`src/common/rtcc_pkg.sv`:
```
// Shared constants of the clock unit: register map, field layout, reset values, timing.
// Assumes an 8-bit internal CPU bus with 16-bit byte addresses.
package rtcc_pkg;
    localparam logic [15:0] ADDR_FLAGS = 16'hf067;
    localparam logic [15:0] ADDR_SEC = 16'hf068;
    localparam logic [15:0] ADDR_MIN = 16'hf069;
    localparam logic [15:0] ADDR_HR = 16'hf06a;
    localparam logic [15:0] ADDR_WK = 16'hf06b;
    localparam logic [15:0] ADDR_CTL = 16'hf06c;
    localparam logic [15:0] ADDR_IEN = 16'hf06d;
    localparam logic [15:0] ADDR_CSR = 16'hf06f;
    localparam int CTL_RUN = 7;
    localparam int CTL_FMT24 = 6;
    localparam int CTL_PM = 5;
    localparam int CTL_SRST = 4;
    localparam int CSR_RTC = 3;
    localparam logic [7:0] CTL_RST = 8'h00;
    localparam logic [7:0] IEN_RST = 8'h00;
    localparam logic [7:0] CSR_RST = 8'h08;
    localparam logic [7:0] FLAGS_RST = 8'h00;
    localparam logic [7:0] TIME_RST = 8'h00;
    localparam int EV_OVF = 7;
    localparam int EV_WEEK = 6;
    localparam int EV_DAY = 5;
    localparam int EV_HOUR = 4;
    localparam int EV_MIN = 3;
    localparam int EV_SEC = 2;
    localparam int EV_HALF = 1;
    localparam int EV_QTR = 0;
    localparam logic [7:0] SEC_LAST = 8'h59;
    localparam logic [7:0] MIN_LAST = 8'h59;
    localparam logic [7:0] HR12_LAST = 8'h11;
    localparam logic [7:0] HR24_LAST = 8'h23;
    localparam logic [7:0] HR_NOON = 8'h12;
    localparam logic [2:0] WK_LAST = 3'h6;
    localparam logic [7:0] FRC_LAST = 8'hff;
    localparam int SUBCLK_HZ = 32768;
    localparam int QTR_PER_SEC = 4;
    localparam int SUB_PER_QTR = SUBCLK_HZ / QTR_PER_SEC;
    localparam int DIV_W = 13;
    localparam int CLK_PERIOD_NS = 4;
    localparam int BUSY_NS = 32;
    localparam int BUSY_CYC = (BUSY_NS + CLK_PERIOD_NS - 1) / CLK_PERIOD_NS;
    localparam int BUSY_W = 4;

    typedef enum logic [1:0] {
        RTCC_IDLE = 2'b00,
        RTCC_BUSY = 2'b01
    } rtcc_busy_t;

    // Mask of divider bits that are all ones once per selected period.
    function automatic logic [DIV_W-1:0] div_mask(input logic [2:0] sel);
        logic [DIV_W-1:0] m;
        unique case (sel)
            3'h0: m = 13'h0007;
            3'h1: m = 13'h001f;
            3'h2: m = 13'h007f;
            3'h3: m = 13'h00ff;
            3'h4: m = 13'h01ff;
            3'h5: m = 13'h07ff;
            3'h6: m = 13'h0fff;
            3'h7: m = 13'h1fff;
        endcase
        return m;
    endfunction : div_mask
endpackage : rtcc_pkg

```
`src/common/rtcc_link_if.sv`:
```
// Internal link between the clock core, its prescaler and its flag register.
// Assumes all parties run on ref_clk.
`timescale 1ns/100ps
interface rtcc_link_if;
    logic soft_rst;
    logic standby;
    logic [3:0] src_sel;
    logic qtr_tick;
    logic frc_tick;
    logic [7:0] evt;
    logic flg_wr;
    logic [7:0] flg_wdata;
    logic [7:0] flags;
    modport pre (input soft_rst, standby, src_sel, output qtr_tick, frc_tick);
    modport flg (input soft_rst, evt, flg_wr, flg_wdata, output flags);
endinterface : rtcc_link_if

```
`src/core/rtcc_flags.sv`:
```
// Interrupt flag register: events set bits, software clears by writing 0.
// Assumes events are one-cycle pulses from the core.
`timescale 1ns/100ps
module rtcc_flags (
    // Clock and reset.
    input logic ref_clk,
    input logic sys_rst,
    // Link to the core.
    rtcc_link_if.flg lnk
);
    import rtcc_pkg::*;

    logic [7:0] flg_r, flg_nxt;

    always_comb begin
        flg_nxt = flg_r;
        if (lnk.flg_wr) begin
            flg_nxt = flg_r & lnk.flg_wdata;
        end
        flg_nxt = flg_nxt | lnk.evt;
        if (lnk.soft_rst) begin
            flg_nxt = FLAGS_RST;
        end
    end

    always_ff @(posedge ref_clk) begin
        if (sys_rst) begin
            flg_r <= FLAGS_RST;
        end else begin
            flg_r <= flg_nxt;
        end
    end

    assign lnk.flags = flg_r;
endmodule : rtcc_flags

```
`src/core/rtcc_prescaler.sv`:
```
// Counting clock source: system clock divider taps and subclock quarter-second ticks.
// Assumes sub_clk_in is already synchronous to ref_clk.
`timescale 1ns/100ps
module rtcc_prescaler #(
    parameter int SUB_PER_QTR = rtcc_pkg::SUB_PER_QTR
) (
    // Clock and reset.
    input logic ref_clk,
    input logic sys_rst,
    // Subclock level.
    input logic sub_clk_in,
    // Link to the core.
    rtcc_link_if.pre lnk
);
    import rtcc_pkg::*;

    logic [DIV_W-1:0] div_r, div_nxt;
    logic [DIV_W-1:0] sub_cnt_r, sub_cnt_nxt;
    logic [DIV_W-1:0] mask;
    logic sub_q_r, sub_q_nxt;
    logic qtr_r, qtr_nxt;
    logic frc_r, frc_nxt;
    logic sub_edge;
    logic [3:0] d8_run_r, d8_run_nxt;

    always_comb begin
        mask = div_mask(lnk.src_sel[2:0]);
        sub_edge = sub_clk_in && !sub_q_r;
        sub_q_nxt = sub_clk_in;
        div_nxt = div_r + DIV_W'(1);
        sub_cnt_nxt = sub_cnt_r;
        qtr_nxt = 1'b0;
        if (sub_edge) begin
            if (sub_cnt_r == DIV_W'(SUB_PER_QTR - 1)) begin
                sub_cnt_nxt = '0;
                qtr_nxt = lnk.src_sel[CSR_RTC];
            end else begin
                sub_cnt_nxt = sub_cnt_r + DIV_W'(1);
            end
        end
        frc_nxt = !lnk.src_sel[CSR_RTC] && ((div_r & mask) == mask);
        if (lnk.soft_rst || lnk.standby) begin
            div_nxt = '0;
            sub_cnt_nxt = '0;
            qtr_nxt = 1'b0;
            frc_nxt = 1'b0;
        end
    end

    always_ff @(posedge ref_clk) begin
        if (sys_rst) begin
            div_r <= '0;
            sub_cnt_r <= '0;
            sub_q_r <= 1'b0;
            qtr_r <= 1'b0;
            frc_r <= 1'b0;
        end else begin
            div_r <= div_nxt;
            sub_cnt_r <= sub_cnt_nxt;
            sub_q_r <= sub_q_nxt;
            qtr_r <= qtr_nxt;
            frc_r <= frc_nxt;
        end
    end

    // Cycles in a row with the divide-by-8 tap selected and the divider running.
    always_comb begin
        d8_run_nxt = d8_run_r;
        if ((lnk.src_sel != 4'h0) || lnk.soft_rst || lnk.standby) begin
            d8_run_nxt = 4'h0;
        end else if (d8_run_r != 4'hf) begin
            d8_run_nxt = d8_run_r + 4'h1;
        end
    end

    always_ff @(posedge ref_clk) begin
        if (sys_rst) begin
            d8_run_r <= 4'h0;
        end else begin
            d8_run_r <= d8_run_nxt;
        end
    end

    assign lnk.qtr_tick = qtr_r;
    assign lnk.frc_tick = frc_r;
endmodule : rtcc_prescaler

```
`src/core/rtcc_top.sv`:
```
// Real-time clock core: time counters, control registers and CPU bus access.
// Assumes an 8-bit internal bus and a subclock synchronous to ref_clk.
//
// What this block does
// - Run bit stops or starts counting.
// - Twelve-hour format keeps hours 0 to 11.
// - Twenty-four-hour format keeps hours 0 to 23.
// - Afternoon bit shows morning or afternoon.
// - Soft reset clears all but source select and the soft reset bit.
// - Soft reset also resets internal control logic.
// - Four readable writable 8-bit time registers.
// - Time registers sit on CPU bus.
// - Counting clock from divider taps or subclock.
// - Source select register chooses counting clock.
// - Eight interrupt enables in control two.
// - Each interrupt source sets a status flag.
// - Module standby switches the unit off.
// - Periodic events fire once per period.
// - Flags set by events, cleared writing 0.
// - Busy bit shown while seconds update.
`timescale 1ns/100ps
module rtcc_top #(
    parameter int SUB_PER_QTR = rtcc_pkg::SUB_PER_QTR
) (
    // Clock and reset.
    input logic ref_clk,
    input logic sys_rst,
    // Internal CPU bus.
    input logic [15:0] bus_addr,
    input logic bus_wr,
    input logic bus_rd,
    input logic [7:0] bus_wdata,
    output logic [7:0] bus_rdata,
    // Subclock and power control.
    input logic sub_clk_in,
    input logic module_standby,
    // Interrupt request.
    output logic irq_req
);
    import rtcc_pkg::*;

    rtcc_link_if lnk ();

    logic [7:0] ctl_r, ctl_nxt;
    logic [7:0] ien_r, ien_nxt;
    logic [7:0] csr_r, csr_nxt;
    logic [7:0] sec_r, sec_nxt;
    logic [7:0] min_r, min_nxt;
    logic [7:0] hr_r, hr_nxt;
    logic [2:0] wk_r, wk_nxt;
    logic [1:0] qph_r, qph_nxt;
    rtcc_busy_t st_r, st_nxt;
    logic [BUSY_W-1:0] bcnt_r, bcnt_nxt;
    logic [7:0] rdata_nxt;
    logic irq_nxt;
    logic [7:0] evt;
    logic [8:0] st_s, st_m, st_h;
    logic srst, run, rtc_mode, acc, busy, sec_upd, hr_inc;

    // BCD step with wrap: bit 8 is the carry out at the last value.
    function automatic logic [8:0] bcd_step(input logic [7:0] v, input logic [7:0] last);
        logic [7:0] inc;
        inc = v + 8'h01;
        if (v[3:0] == 4'h9) begin
            inc = {v[7:4] + 4'h1, 4'h0};
        end
        return (v == last) ? 9'h100 : {1'b0, inc};
    endfunction : bcd_step

    assign srst = ctl_r[CTL_SRST];
    assign acc = !module_standby;
    assign run = ctl_r[CTL_RUN] && acc;
    assign rtc_mode = csr_r[CSR_RTC];
    assign busy = (st_r == RTCC_BUSY);

    assign lnk.soft_rst = srst;
    assign lnk.standby = module_standby;
    assign lnk.src_sel = csr_r[3:0];
    assign lnk.evt = evt;
    assign lnk.flg_wr = bus_wr && acc && (bus_addr == ADDR_FLAGS);
    assign lnk.flg_wdata = bus_wdata;

    rtcc_prescaler #(
        .SUB_PER_QTR(SUB_PER_QTR)
    ) u_pre (
        .ref_clk(ref_clk),
        .sys_rst(sys_rst),
        .sub_clk_in(sub_clk_in),
        .lnk(lnk.pre)
    );

    rtcc_flags u_flg (
        .ref_clk(ref_clk),
        .sys_rst(sys_rst),
        .lnk(lnk.flg)
    );

    // Time counting, register writes and soft reset.
    always_comb begin
        sec_nxt = sec_r;
        min_nxt = min_r;
        hr_nxt = hr_r;
        wk_nxt = wk_r;
        qph_nxt = qph_r;
        ctl_nxt = ctl_r;
        ien_nxt = ien_r;
        csr_nxt = csr_r;
        evt = 8'h00;
        sec_upd = 1'b0;
        hr_inc = 1'b0;
        st_s = bcd_step(sec_r, SEC_LAST);
        st_m = bcd_step(min_r, MIN_LAST);
        st_h = bcd_step(hr_r, ctl_r[CTL_FMT24] ? HR24_LAST : HR12_LAST);
        if (run && rtc_mode && lnk.qtr_tick) begin
            qph_nxt = qph_r + 2'h1;
            evt[EV_QTR] = 1'b1;
            evt[EV_HALF] = qph_r[0];
            if (qph_r == 2'h3) begin
                sec_upd = 1'b1;
                evt[EV_SEC] = 1'b1;
                sec_nxt = st_s[7:0];
                if (st_s[8]) begin
                    evt[EV_MIN] = 1'b1;
                    min_nxt = st_m[7:0];
                    if (st_m[8]) begin
                        evt[EV_HOUR] = 1'b1;
                        hr_nxt = st_h[7:0];
                        hr_inc = 1'b1;
                        if (ctl_r[CTL_FMT24]) begin
                            evt[EV_DAY] = st_h[8];
                        end else begin
                            evt[EV_DAY] = st_h[8] && ctl_r[CTL_PM];
                            ctl_nxt[CTL_PM] = ctl_r[CTL_PM] ^ st_h[8];
                        end
                        if (evt[EV_DAY]) begin
                            wk_nxt = (wk_r == WK_LAST) ? 3'h0 : wk_r + 3'h1;
                            evt[EV_WEEK] = (wk_r == WK_LAST);
                        end
                    end
                end
            end
        end
        if (run && !rtc_mode && lnk.frc_tick) begin
            sec_nxt = sec_r + 8'h01;
            evt[EV_OVF] = (sec_r == FRC_LAST);
        end
        if (bus_wr && acc) begin
            case (bus_addr)
                ADDR_SEC: sec_nxt = rtc_mode ? {1'b0, bus_wdata[6:0]} : bus_wdata;
                ADDR_MIN: min_nxt = {1'b0, bus_wdata[6:0]};
                ADDR_HR: hr_nxt = {2'b00, bus_wdata[5:0]};
                ADDR_WK: wk_nxt = bus_wdata[2:0];
                ADDR_CTL: ctl_nxt = {bus_wdata[7:4], 4'h0};
                ADDR_IEN: ien_nxt = bus_wdata;
                ADDR_CSR: csr_nxt = {1'b0, bus_wdata[6:0]};
                default: ;
            endcase
        end
        if (ctl_nxt[CTL_FMT24]) begin
            ctl_nxt[CTL_PM] = (hr_nxt >= HR_NOON);
        end
        if (srst) begin
            sec_nxt = TIME_RST;
            min_nxt = TIME_RST;
            hr_nxt = TIME_RST;
            wk_nxt = TIME_RST[2:0];
            qph_nxt = 2'h0;
            ien_nxt = IEN_RST;
            ctl_nxt = {CTL_RST[7:5], ctl_nxt[CTL_SRST], CTL_RST[3:0]};
            evt = 8'h00;
        end
    end

    always_ff @(posedge ref_clk) begin
        if (sys_rst) begin
            ctl_r <= CTL_RST;
            ien_r <= IEN_RST;
            csr_r <= CSR_RST;
            sec_r <= TIME_RST;
            min_r <= TIME_RST;
            hr_r <= TIME_RST;
            wk_r <= TIME_RST[2:0];
            qph_r <= 2'h0;
        end else begin
            ctl_r <= ctl_nxt;
            ien_r <= ien_nxt;
            csr_r <= csr_nxt;
            sec_r <= sec_nxt;
            min_r <= min_nxt;
            hr_r <= hr_nxt;
            wk_r <= wk_nxt;
            qph_r <= qph_nxt;
        end
    end

    // Busy window opened by each seconds update.
    always_comb begin
        st_nxt = st_r;
        bcnt_nxt = bcnt_r;
        unique case (st_r)
            RTCC_IDLE: begin
                if (sec_upd) begin
                    st_nxt = RTCC_BUSY;
                    bcnt_nxt = BUSY_W'(BUSY_CYC - 1);
                end
            end
            RTCC_BUSY: begin
                if (bcnt_r == '0) begin
                    st_nxt = RTCC_IDLE;
                end else begin
                    bcnt_nxt = bcnt_r - BUSY_W'(1);
                end
            end
            default: begin
                st_nxt = RTCC_IDLE;
            end
        endcase
        if (srst) begin
            st_nxt = RTCC_IDLE;
            bcnt_nxt = '0;
        end
    end

    always_ff @(posedge ref_clk) begin
        if (sys_rst) begin
            st_r <= RTCC_IDLE;
            bcnt_r <= '0;
        end else begin
            st_r <= st_nxt;
            bcnt_r <= bcnt_nxt;
        end
    end

    // Read data and interrupt request.
    always_comb begin
        rdata_nxt = bus_rdata;
        if (bus_rd) begin
            rdata_nxt = 8'h00;
            if (acc) begin
                case (bus_addr)
                    ADDR_FLAGS: rdata_nxt = lnk.flags;
                    ADDR_SEC: rdata_nxt = rtc_mode ? {busy, sec_r[6:0]} : sec_r;
                    ADDR_MIN: rdata_nxt = {busy, min_r[6:0]};
                    ADDR_HR: rdata_nxt = {busy, 1'b0, hr_r[5:0]};
                    ADDR_WK: rdata_nxt = {5'h00, wk_r};
                    ADDR_CTL: rdata_nxt = {ctl_r[7:4], 4'h0};
                    ADDR_IEN: rdata_nxt = ien_r;
                    ADDR_CSR: rdata_nxt = {1'b0, csr_r[6:0]};
                    default: ;
                endcase
            end
        end
        irq_nxt = |(lnk.flags & ien_r);
    end

    always_ff @(posedge ref_clk) begin
        if (sys_rst) begin
            bus_rdata <= 8'h00;
            irq_req <= 1'b0;
        end else begin
            bus_rdata <= rdata_nxt;
            irq_req <= irq_nxt;
        end
    end
endmodule : rtcc_top

```
`config.mk`:
```
export PLATFORM = sky130hd
export DESIGN_NAME = rtcc_top
export DESIGN_NICKNAME = d
export VERILOG_FILES = /design/src/common/rtcc_pkg.sv /design/src/common/rtcc_link_if.sv /design/src/core/rtcc_flags.sv /design/src/core/rtcc_prescaler.sv /design/src/core/rtcc_top.sv
export SDC_FILE = /design/constraint.sdc
export NUM_CORES = 1
export LEC_CHECK = 0
export BUFFER_PORTS_ARGS = -buffer_cell sky130_fd_sc_hd__buf_2
export CORE_MARGIN = 2
export CORE_UTILIZATION = 30
export CTS_CLUSTER_SIZE = 28
export DETAILED_ROUTE_END_ITERATION = 6
export HOLD_SLACK_MARGIN = 0.02
export SETUP_SLACK_MARGIN = 0.1
export SYNTH_ARGS = -nofsm -noshare
export SYNTH_HDL_FRONTEND = slang
export SYNTH_SLANG_ARGS = --single-unit
```
`constraint.sdc`:
```
create_clock -name ref_clk -period 2.7 [get_ports ref_clk]
set_input_delay 0.54 -clock ref_clk [delete_from_list [all_inputs] [get_ports ref_clk]]
set_output_delay 0.54 -clock ref_clk [all_outputs]
set_load 0.02 [all_outputs]
```
==> results.md, run 1 <==
* Synth warn at 0
* Post-synthesis compound-gate area fraction at 0.165
* Largest area contributor in the synthesized netlist: dfxtp_1
* Post-route cell area at approximately 6600 um^2
* CTS tree: yes
* Final wirelength at around 17000 um
* Largest family of logic cells by synthesized area: simple AND/OR/NAND/NOR gates
* Most common cell after layout, fill and taps aside: dfxtp_1
* Max VDD drop at approximately 0.22 mV
* Async S/R FF share, synth at 0
* Yosys cell types at 68
* Number of diodes at 0
* Simple-gate portion of the synthesized area at 0.292
* FP Rows at 50
* Final period utilization at 0.907
* Setup violations, final at 0
* Clock power share at 0.428
* Post-synth EDFFs at 0
* CP Launch Type: flip-flop
* TritonCTS Buffers at 9
* Fillers at between 1500 and 2000
* DR WL met3 at 949 um
* Critical path type: reg -> reg
* Placed cell area at around 6300 um^2
* Setup_tns at 0 ns
* Status: finished clean
* Mapped Cells at a little over 700
* Final hold vios at 0
* Slew Viols, Final at 0
* Max-slew headroom at 0.549
* Top Metal Used: met4
* RSZ-0062 raised after global routing: yes
* Clk_lat worst skew at 0.37 ns
* Die height at approximately 140 um
* CP Data Required Time at between 2 and 3 ns
* Fin crit period at 2.45 ns
* Hold path start: sub_clk_in
* Drt first pass iters at 5
* Synth Area in Adders at 0.0348
* Syn_area_per_cell at between 8 and 9 um^2
* Sw Ratio at 0.249
* Starting Density at 0.307
* First DRT Iteration DRCs at approximately 490
* Clk buf depth at 2
* Synth Register Bits at roughly 110
* CTS H-Tree Depth at 3
* Via density per instance at between 5 and 6
* Layout Nets at 803
* Clock transition at the registers of the reported paths at approximately 0.080 ns
* Die area at about 20000 um^2
* Total number of vias at ~5400
* Critical Path End Type: flip-flop
* Core Area at ~19000 um^2
* WL met1 at slightly below 8000 um
* Tot GR Track Use at 0.167
* Largest cells by area after synthesis: dfxtp_1 37%, nor2_1 6.5%, mux2i_1 4.5%
* Int Power at around 2300 uW
* Congestion Overflow GR at 0
* Post-synthesis xor/xnor area fraction at 0.0335
* Post-synthesis cell area at ~5800 um^2
* CP startpoint: sec_r[1]
* Post-DP HPWL at between 10000 and 15000 um
* Initial antenna violation count at 0
* Share of post-route cells with drive strength above 1 at 0.150
* Final WS setup at ~0.25 ns
* Register area at between 2000 and 2500 um^2
* Setup Skew at between 0.009 and 0.01 ns
* HP Class: in -> reg
* CP Max Fanout at 9
* Remaining antenna violation count at 0
* Slew of the pin with the lowest slew margin at 0.674 ns
* Die X-Extent at ~140 um
* Commonest non-fill, non-tap cells in the layout: 106 x dfxtp_1, 99 x nor2_1, 69 x nand2_1
* MaxCap Viol Count at 0
* Top-area cell type share of the netlist area at 0.369
* # port buffers at 38
* P_leak at around 0.0025 uW
* Pre-CTS WS at about 0.021 ns
* Gpl congestion at 0.935
* Top FF cell, synth: dfxtp_1
* Arr. time, crit path at about 2.7 ns
* P&R area growth vs syn at 15.1%
* Post-Syn Nets at between 700 and 800
* DRC viols at 0
* Largest net degree at the start of global routing at 27
* Seq/Total Area, Yosys at 0.369
* Psw at between 700 and 800 uW
* FMAX at 0.408 GHz
* Met2 WL at between 7000 and 8000 um
* I/O pin total at 39
* Sink Count at 106
* Routed len/inst at 16.6 um
* Vias in the first global route at between 4000 and 5000
* Cell Pwr Density at ~450 nW/um^2
* Multi-input gate area at 3380 um^2
* Post-synthesis mux area share at 0.0608
* Power share of the sequential group at 0.522
* Hold buffers post-CTS at 0
* First-pass GRT wire length at between 20000 and 30000 um
* Clk root buf: clkbuf_16
* RR Startpoint: sec_r[1]
* Power share of the combinational group at 0.050
repair_timing:
| action | 4_1_cts | 5_1_grt |
|---|---|---|
| buffers inserted | 0 | 0 |
| resized for setup | 0 | 2 |
| endpoints found under the setup margin | 0 | 2 |
final timing paths:
path	to	slack [ns]	depth (start not counted)
max	ctl_r[5]	0.25	9
min	u_pre.sub_q_r	0.41	2
max reg2reg	ctl_r[5]	0.25	9
min reg2reg	u_pre.div_r[0]	0.46	1
layout make-up:
type / count / area share
clock buffer: 9 / 0.0340
clock inverter: 7 / 0.00906
inverter: 22 / 0.0125
multi-input combinational: 543 / 0.510
sequential: 106 / 0.320
tap: 234 / 0.0442
timing repair buffer: 75 / 0.0706
layer usage:
metal	up-vias	track usage
li1	2635	-
met1	2505	0.233
met2	185	0.248
met3	32	0.0289
met4	0	0.0839
met5	-	0
cells in the mapped netlist (3+ instances only):
cell	count
a211oi_1	16
a21o_1	3
a21oi_1	49
a221oi_1	3
a222oi_1	4
a22oi_1	10
a31oi_1	3
and2_1	8
and3_1	9
and3b_1	3
and4_1	4
buf_2	4
buf_6	4
clkbuf_1	21
dfxtp_1	106
ha_1	16
inv_1	22
mux2i_1	26
mux4_2	3
nand2_1	69
nand2b_1	10
nand3_1	26
nand3b_1	8
nand4_1	13
nand4b_1	5
nor2_1	99
nor2b_1	10
nor3_1	24
nor3b_1	5
o211ai_1	4
o21ai_0	36
o22ai_1	3
o31ai_1	3
or3_1	7
xnor2_1	7
xor2_1	15
power groups by stage:
stage	logic [uW]	registers, uW	clock network, uW
global placement	150	1610	0
detailed placement	150	1610	0
CTS	151	1570	1330
finish	151	1570	1280
global route	162	1570	1370
floorplan	76.9	1610	0
worst max-delay path, stage by stage, from the launching register on:
cell      delay (ns)
dfxtp_1         0.39
inv_1           0.08
ha_1            0.24
and3b_1         0.28
and4_1          0.29
nand2_1         0.22
o31ai_1         0.29
o22ai_1         0.15
and3_1          0.21
o311ai_1        0.21
cell families after synthesis:
logic type | Yosys count
AO/OA/AOI/OAI | 150
flip-flops | 106
AND/OR/NAND/NOR | 324
buffers and inverters | 56
adder cells (fa/ha/maj) | 16
XOR/XNOR | 22
multiplexers | 31
state kept, by name, indices dropped and copies added (netlist names), 2 cells and up:
name / cells
u_pre.sub_cnt_r: 13
u_pre.mask: 7
hr_r: 8
ctl_r: 4
min_r: 8
bcnt_r: 4
sec_r: 8
wk_r: 3
csr_r: 7
ien_r: 8
bus_rdata: 8
u_pre.div_r: 13
qph_r: 2
u_flg.lnk.flags: 8
through the flow:
stage	hold WS [ns]	cells	power, uW	utilization
finish	0.412	996	3000	0.353
global route	0.422	996	3100	0.353
CTS	0.402	996	3040	0.353
detailed placement	0.443	980	1760	0.338
global placement	0.436	980	1760	0.338
floorplan	0.418	705	1680	-
Power figures use the tool's default switching activity.
==> run 2: changes to the inputs <==
--- a/config.mk
+++ b/config.mk
@@ -6,11 +6,14 @@
 export NUM_CORES = 1
 export LEC_CHECK = 0
 export BUFFER_PORTS_ARGS = -buffer_cell sky130_fd_sc_hd__buf_2
+export CELL_PAD_IN_SITES_DETAIL_PLACEMENT = 1
+export CELL_PAD_IN_SITES_GLOBAL_PLACEMENT = 1
 export CORE_MARGIN = 2
-export CORE_UTILIZATION = 30
+export CORE_UTILIZATION = 40
 export CTS_CLUSTER_SIZE = 28
 export DETAILED_ROUTE_END_ITERATION = 6
 export HOLD_SLACK_MARGIN = 0.02
+export PLACE_DENSITY_LB_ADDON = 0.1
 export SETUP_SLACK_MARGIN = 0.1
 export SYNTH_ARGS = -nofsm -noshare
 export SYNTH_HDL_FRONTEND = slang
==> run 2 against run 1 <==
  * Design area decreased by 0.34%
  * Critical path type unchanged
  * Wire length increased by 14%
  * Global-route usage increased by 8.7 points
  * Combinational power increased by 3%
  * Register-to-register slack got worse by 0.04 ns
==> results.md, run 2 (synthesized netlist as in run 1, its figures left out) <==
* Status: finished clean
* Total number of vias at 5580 (+4.2%)
* CP Max Fanout at 6 (-3)
* Arr. time, crit path at 2.75 ns (+0.03 ns)
* CP peak stage delay at 0.52 ns (+0.13 ns)
* Most common cell after layout, fill and taps aside: dfxtp_1
* First-pass GRT wire length at 29400 um (+12%)
* Starting Density at 0.412 (+0.105)
* Critical path type: reg -> reg
* Via density per instance at 5.89 (+9.6%)
* Largest registers: u_pre.div_r (13), u_pre.sub_cnt_r (13)
* CP Cell Sequence: inv_1 -> ha_1 -> and3b_1 -> and4_1 -> nand2_1 -> buf_4 -> o21a_1 -> o22ai_1 -> and3_1 -> o311ai_1
* DRC viols at 0 (unchanged)
* Post-DP HPWL at 14100 um (+16%)
* Largest net degree at the start of global routing at 32 (+19%)
* Final wirelength at 18800 um (+14%)
* Final period utilization at 0.923 (+0.0156)
* # port buffers at 38 (unchanged)
* Setup violations, final at 0 (unchanged)
* Layout Nets at 808 (+0.62%)
* Cell Pwr Density at 453 nW/um^2 (about the same)
* Remaining antenna violation count at 0 (unchanged)
* CP Data Required Time at 2.95 ns (-0.02 ns)
* CTS H-Tree Depth at 3 (unchanged)
* RSZ-0062 raised after global routing: yes
* Die height at 124 um (-13%)
* Die X-Extent at 124 um (-13%)
* CP Launch Type: flip-flop
* Max VDD drop at 0.403 mV (+80%)
* Critical Path End Type: flip-flop
* Sink Count at 106 (unchanged)
* Power share of the sequential group at 0.524 (+0.002)
* Clock transition at the registers of the reported paths at 0.07 ns (about the same)
* Clk root buf: clkbuf_16
* Int Power at 2270 uW (+0.53%)
* First DRT Iteration DRCs at 373 (-23%)
* TritonCTS Buffers at 9 (unchanged)
* Share of post-route cells with drive strength above 1 at 0.158 (+0.00815)
* MaxCap Viol Count at 0 (unchanged)
* Die area at 15400 um^2 (-24%)
* FP Rows at 43 (-14%)
* I/O pin total at 39 (unchanged)
* Vias in the first global route at 5550 (+12%)
* P_leak at 0.00252 uW (+0.81%)
* CTS tree: yes
* Psw at 724 uW (-3.3%)
* Gpl congestion at 0.904 (-3.2%)
* Clk buf depth at 2 (unchanged)
* Clock power share at 0.424 (-0.004)
* Setup Skew at 0.00650 ns (-0.00321 ns)
* Final hold vios at 0 (unchanged)
* Slew Viols, Final at 0 (unchanged)
* P&R area growth vs syn at 14.7%
* Final Util at 0.472 (+0.119)
* Slowest CP cell: dfxtp_1
* Max-slew headroom at 0.588 (+0.0384)
* Power share of the combinational group at 0.052 (+0.002)
* Clk_lat worst skew at 0.36 ns (about the same)
* Drt first pass iters at 6 (+1)
* Congestion Overflow GR at 0 (unchanged)
* FMAX at 0.401 GHz (-1.7%)
* Number of diodes at 0 (unchanged)
* Initial antenna violation count at 0 (unchanged)
* Slew of the pin with the lowest slew margin at 0.616 ns (-0.0574 ns)
* Commonest non-fill, non-tap cells in the layout: 106 x dfxtp_1, 99 x nor2_1, 69 x nand2_1
* Core Area at 14000 um^2 (-25%)
* HP Class: in -> reg
* Hold buffers post-CTS at 0 (unchanged)
* Final hold slack at 0.429 ns (+0.0168 ns)
* Routed len/inst at 19.9 um (+20%)
* Sw Ratio at 0.242 (-0.00722)
* Tot GR Track Use at 0.255 (+0.0875)
* Fin crit period at 2.49 ns (+0.0422 ns)
## run 2: cell type report
| cell class | count | area [um^2] |
|---|---|---|
| clock buffer | 12 | 246 |
| clock inverter | 4 | 27.5 |
| fill | 1744 | 7380 |
| inverter | 22 | 82.6 |
| multi-input combinational | 543 | 3400 |
| sequential | 106 | 2120 |
| tap | 180 | 225 |
| timing repair buffer | 80 | 505 |
## run 2: critical path, delay by kind of cell (launching register included)
| kind | cells | cell delay, ns |
|---|---|---|
| flip-flops | 1 | 0.52 |
| buffers and inverters | 2 | 0.27 |
| adder cells (fa/ha/maj) | 1 | 0.21 |
| AND/OR/NAND/NOR | 4 | 0.92 |
| AO/OA/AOI/OAI | 3 | 0.46 |
## run 2: path summary, 6_finish.rpt
kind	from	end	slack (ns)	cells after the start
max reg2reg	sec_r[1]	ctl_r[5]	0.21	10
max	sec_r[1]	ctl_r[5]	0.21	10
min	sub_clk_in	u_pre.sub_q_r	0.43	2
min reg2reg	u_pre.div_r[0]	u_pre.div_r[0]	0.46	1
## run 2: per-layer routing
layer | routed length, um | track usage
met3 | 972 | 0.0522
met2 | 8670 | 0.407
met1 | 8870 | 0.351
met4 | 317 | 0.0667
met5 | 0 | 0
## run 2: power by group through the flow
stage | sequential (uW) | clock (uW) | combinational [uW]
floorplan | 1610 | 0 | 76.9
global placement | 1610 | 0 | 152
detailed placement | 1610 | 0 | 153
CTS | 1570 | 1300 | 154
global route | 1570 | 1370 | 167
finish | 1570 | 1270 | 155
## run 2: timing repair
action / CTS / global route
buffers inserted: 0 / 2
gates resized for setup: 0 / 7
endpoints found under the setup margin: 0 / 6
## run 2: through the flow
| step | worst slack, ns | setup TNS (ns) | total power, uW | instances | instance area [um^2] |
|---|---|---|---|---|---|
| final | 0.208 | 0 | 2990 | 947 | 6610 |
| after global routing | 0.0628 | 0 | 3100 | 947 | 6610 |
| after CTS | 0.111 | 0 | 3020 | 945 | 6570 |
| after detailed placement | -0.0341 | -0.0498 | 1760 | 929 | 6290 |
| after global placement | 0.0475 | 0 | 1760 | 929 | 6290 |
| after floorplan | 0.105 | 0 | 1680 | 705 | 5760 |
==> run 3: changes to the inputs <==
--- a/config.mk
+++ b/config.mk
@@ -13,7 +13,7 @@
 export CTS_CLUSTER_SIZE = 28
 export DETAILED_ROUTE_END_ITERATION = 6
 export HOLD_SLACK_MARGIN = 0.02
-export PLACE_DENSITY_LB_ADDON = 0.1
+export PLACE_DENSITY = 0.76
 export SETUP_SLACK_MARGIN = 0.1
 export SYNTH_ARGS = -nofsm -noshare
 export SYNTH_HDL_FRONTEND = slang
==> run 3 against run 2 <==
  * Wire length up 0.66%
  * Worst hold slack lost 0.013 ns
  * Cell count stayed put
  * Non-clock buffer count up 1
  * Clock power hardly changed
  * Critical path depth fell by 1
  * Global-route usage rose by 0.46 points
  * Die area stayed put
  * Utilization about the same
  * Via count rose by 0.57%
  * Clock skew rose by 0.0019 ns
  * Critical path type unchanged
==> results.md, run 3 (synthesized netlist as in run 1, its figures left out) <==
* Status: finished clean
* Hold buffers post-CTS at 0 (unchanged)
* First-pass GRT wire length at 30300 um (+3.1%)
* Most common cell after layout, fill and taps aside: dfxtp_1
* Fin crit period at 2.48 ns (-0.0157 ns)
* FMAX at 0.404 GHz (+0.63%)
* Setup violations, final at 0 (unchanged)
* Slew of the pin with the lowest slew margin at 0.619 ns (+0.00228 ns)
* # port buffers at 38 (unchanged)
* Routed len/inst at 20.0 um (+0.66%)
* Setup_tns at 0 ns (unchanged)
* Max-slew headroom at 0.582 (-0.00563)
* Slew Viols, Final at 0 (unchanged)
* Die X-Extent at 124 um (unchanged)
* Total number of vias at 5612 (+0.57%)
* Commonest non-fill, non-tap cells in the layout: 106 x dfxtp_1, 99 x nor2_1, 68 x nand2_1
* Buf/Inv on CP at 0 (-2)
* Die height at 124 um (unchanged)
* Largest net degree at the start of global routing at 24 (-25%)
* MaxCap Viol Count at 0 (unchanged)
* Final wirelength at 19000 um (+0.66%)
* HP Class: in -> reg
* Clk buf depth at 2 (unchanged)
* Cell Pwr Density at 456 nW/um^2 (+0.63%)
* Initial antenna violation count at 0 (unchanged)
* TritonCTS Buffers at 9 (unchanged)
* Final period utilization at 0.917 (-0.00582)
* Final Util at 0.472 (about the same)
* Sink Count at 106 (unchanged)
* Critical Path End Type: flip-flop
* DRC viols at 0 (unchanged)
* First DRT Iteration DRCs at 346 (-7.2%)
* Slowest CP cell: or4b_2
* Clk root buf: clkbuf_16
* CTS H-Tree Depth at 3 (unchanged)
* FP Rows at 43 (unchanged)
* Clock transition at the registers of the reported paths at 0.08 ns (about the same)
* CP Launch Type: flip-flop
* Congestion Overflow GR at 0 (unchanged)
* Critical path type: reg -> reg
* Top Family by Delay on Critical Path: simple AND/OR/NAND/NOR gates
* Clk_lat worst skew at 0.36 ns (about the same)
* Post-DP HPWL at 14000 um (-0.97%)
* Final hold vios at 0 (unchanged)
* CP Data Required Time at 2.97 ns (+0.02 ns)
* CP peak stage delay at 0.71 ns (+0.19 ns)
* Gpl congestion at 0.906 (+0.21%)
* Layout Nets at 809 (+0.12%)
* P&R area growth vs syn at 14.7% (about the same)
* Arr. time, crit path at 2.75 ns (about the same)
* Remaining antenna violation count at 0 (unchanged)
* RSZ-0062 raised after global routing: yes
* Via density per instance at 5.93 (+0.57%)
* Largest registers: u_pre.div_r (13), u_pre.sub_cnt_r (13)
* Starting Density at 0.412 (unchanged)
* Core Area at 14000 um^2 (unchanged)
* Max VDD drop at 0.308 mV (-23%)
* Share of post-route cells with drive strength above 1 at 0.159 (+0.00130)
* Drt first pass iters at 5 (-1)
* CP Max Fanout at 7 (+1)
* CP Cell Sequence: or4b_2 -> a211oi_4 -> ha_1 -> nand2b_1 -> o31ai_1 -> nand3_2 -> nor3b_1 -> a21oi_1 -> a211oi_1
* Die area at 15400 um^2 (unchanged)
* Tot GR Track Use at 0.259 (+0.00464)
* Number of diodes at 0 (unchanged)
* Final hold slack at 0.416 ns (-0.0133 ns)
* Setup Skew at 0.00841 ns (+0.00191 ns)
* P_leak at 0.00254 uW (+0.63%)
* I/O pin total at 39 (unchanged)
* CTS tree: yes
* Vias in the first global route at 5841 (+5.2%)
run 3: cell count changes in the layout (fill, tap and decap cells not counted), sizes merged:
cell	before	now
clkbuf	12	10
buf	80	81
clkinvlp	3	0
clkinv	1	3
inv	22	24
run 3: stage by stage:
| stage | setup slack, ns | power [uW] | area (um^2) | cells |
|---|---|---|---|---|
| 2_1_floorplan | 0.105 | 1680 | 5760 | 705 |
| 3_3_place_gp | 0.0552 | 1750 | 6300 | 930 |
| 3_5_place_dp | 0.00144 | 1760 | 6300 | 930 |
| 4_1_cts | 0.125 | 3020 | 6580 | 945 |
| 5_1_grt | 0.0636 | 3090 | 6610 | 947 |
| 6_report | 0.223 | 3010 | 6610 | 947 |
run 3: metal layers:
metal,routed length [um],global-route usage,vias up
li1,-,-,2639
met1,8510,0.339,2749
met2,8830,0.425,182
met3,1010,0.0316,42
met4,608,0.124,0
met5,0,0,-
run 3: what timing repair did:
| action | 4_1_cts | 5_1_grt |
|---|---|---|
| resized for setup | 0 | 5 |
| endpoints found under the setup margin | 0 | 5 |
| setup buffers | 0 | 2 |
run 3: where the power goes:
group	internal [uW]	switching [uW]
sequential	1570	2.97
clock	655	631
combinational	51.5	104
total	2270	738
run 3: final timing paths:
| path | startpoint | end | slack [ns] | cells past startpoint |
|---|---|---|---|---|
| worst min register to register | csr_r[6] | csr_r[6] | 0.46 | 2 |
| worst max register to register | hr_r[1] | wk_r[0] | 0.22 | 9 |
| worst max-delay path | hr_r[1] | wk_r[0] | 0.22 | 9 |
| worst min-delay path | sub_clk_in | u_pre.sub_q_r | 0.42 | 2 |
run 3: layout make-up:
class	instances	area, um^2
fillers	1703	7380
multi-input cells	543	3390
well taps	180	225
inverters	22	82.6
clock buffers	10	239
flip-flops and latches	106	2120
repair buffers	81	513
clock inverters	5	38.8
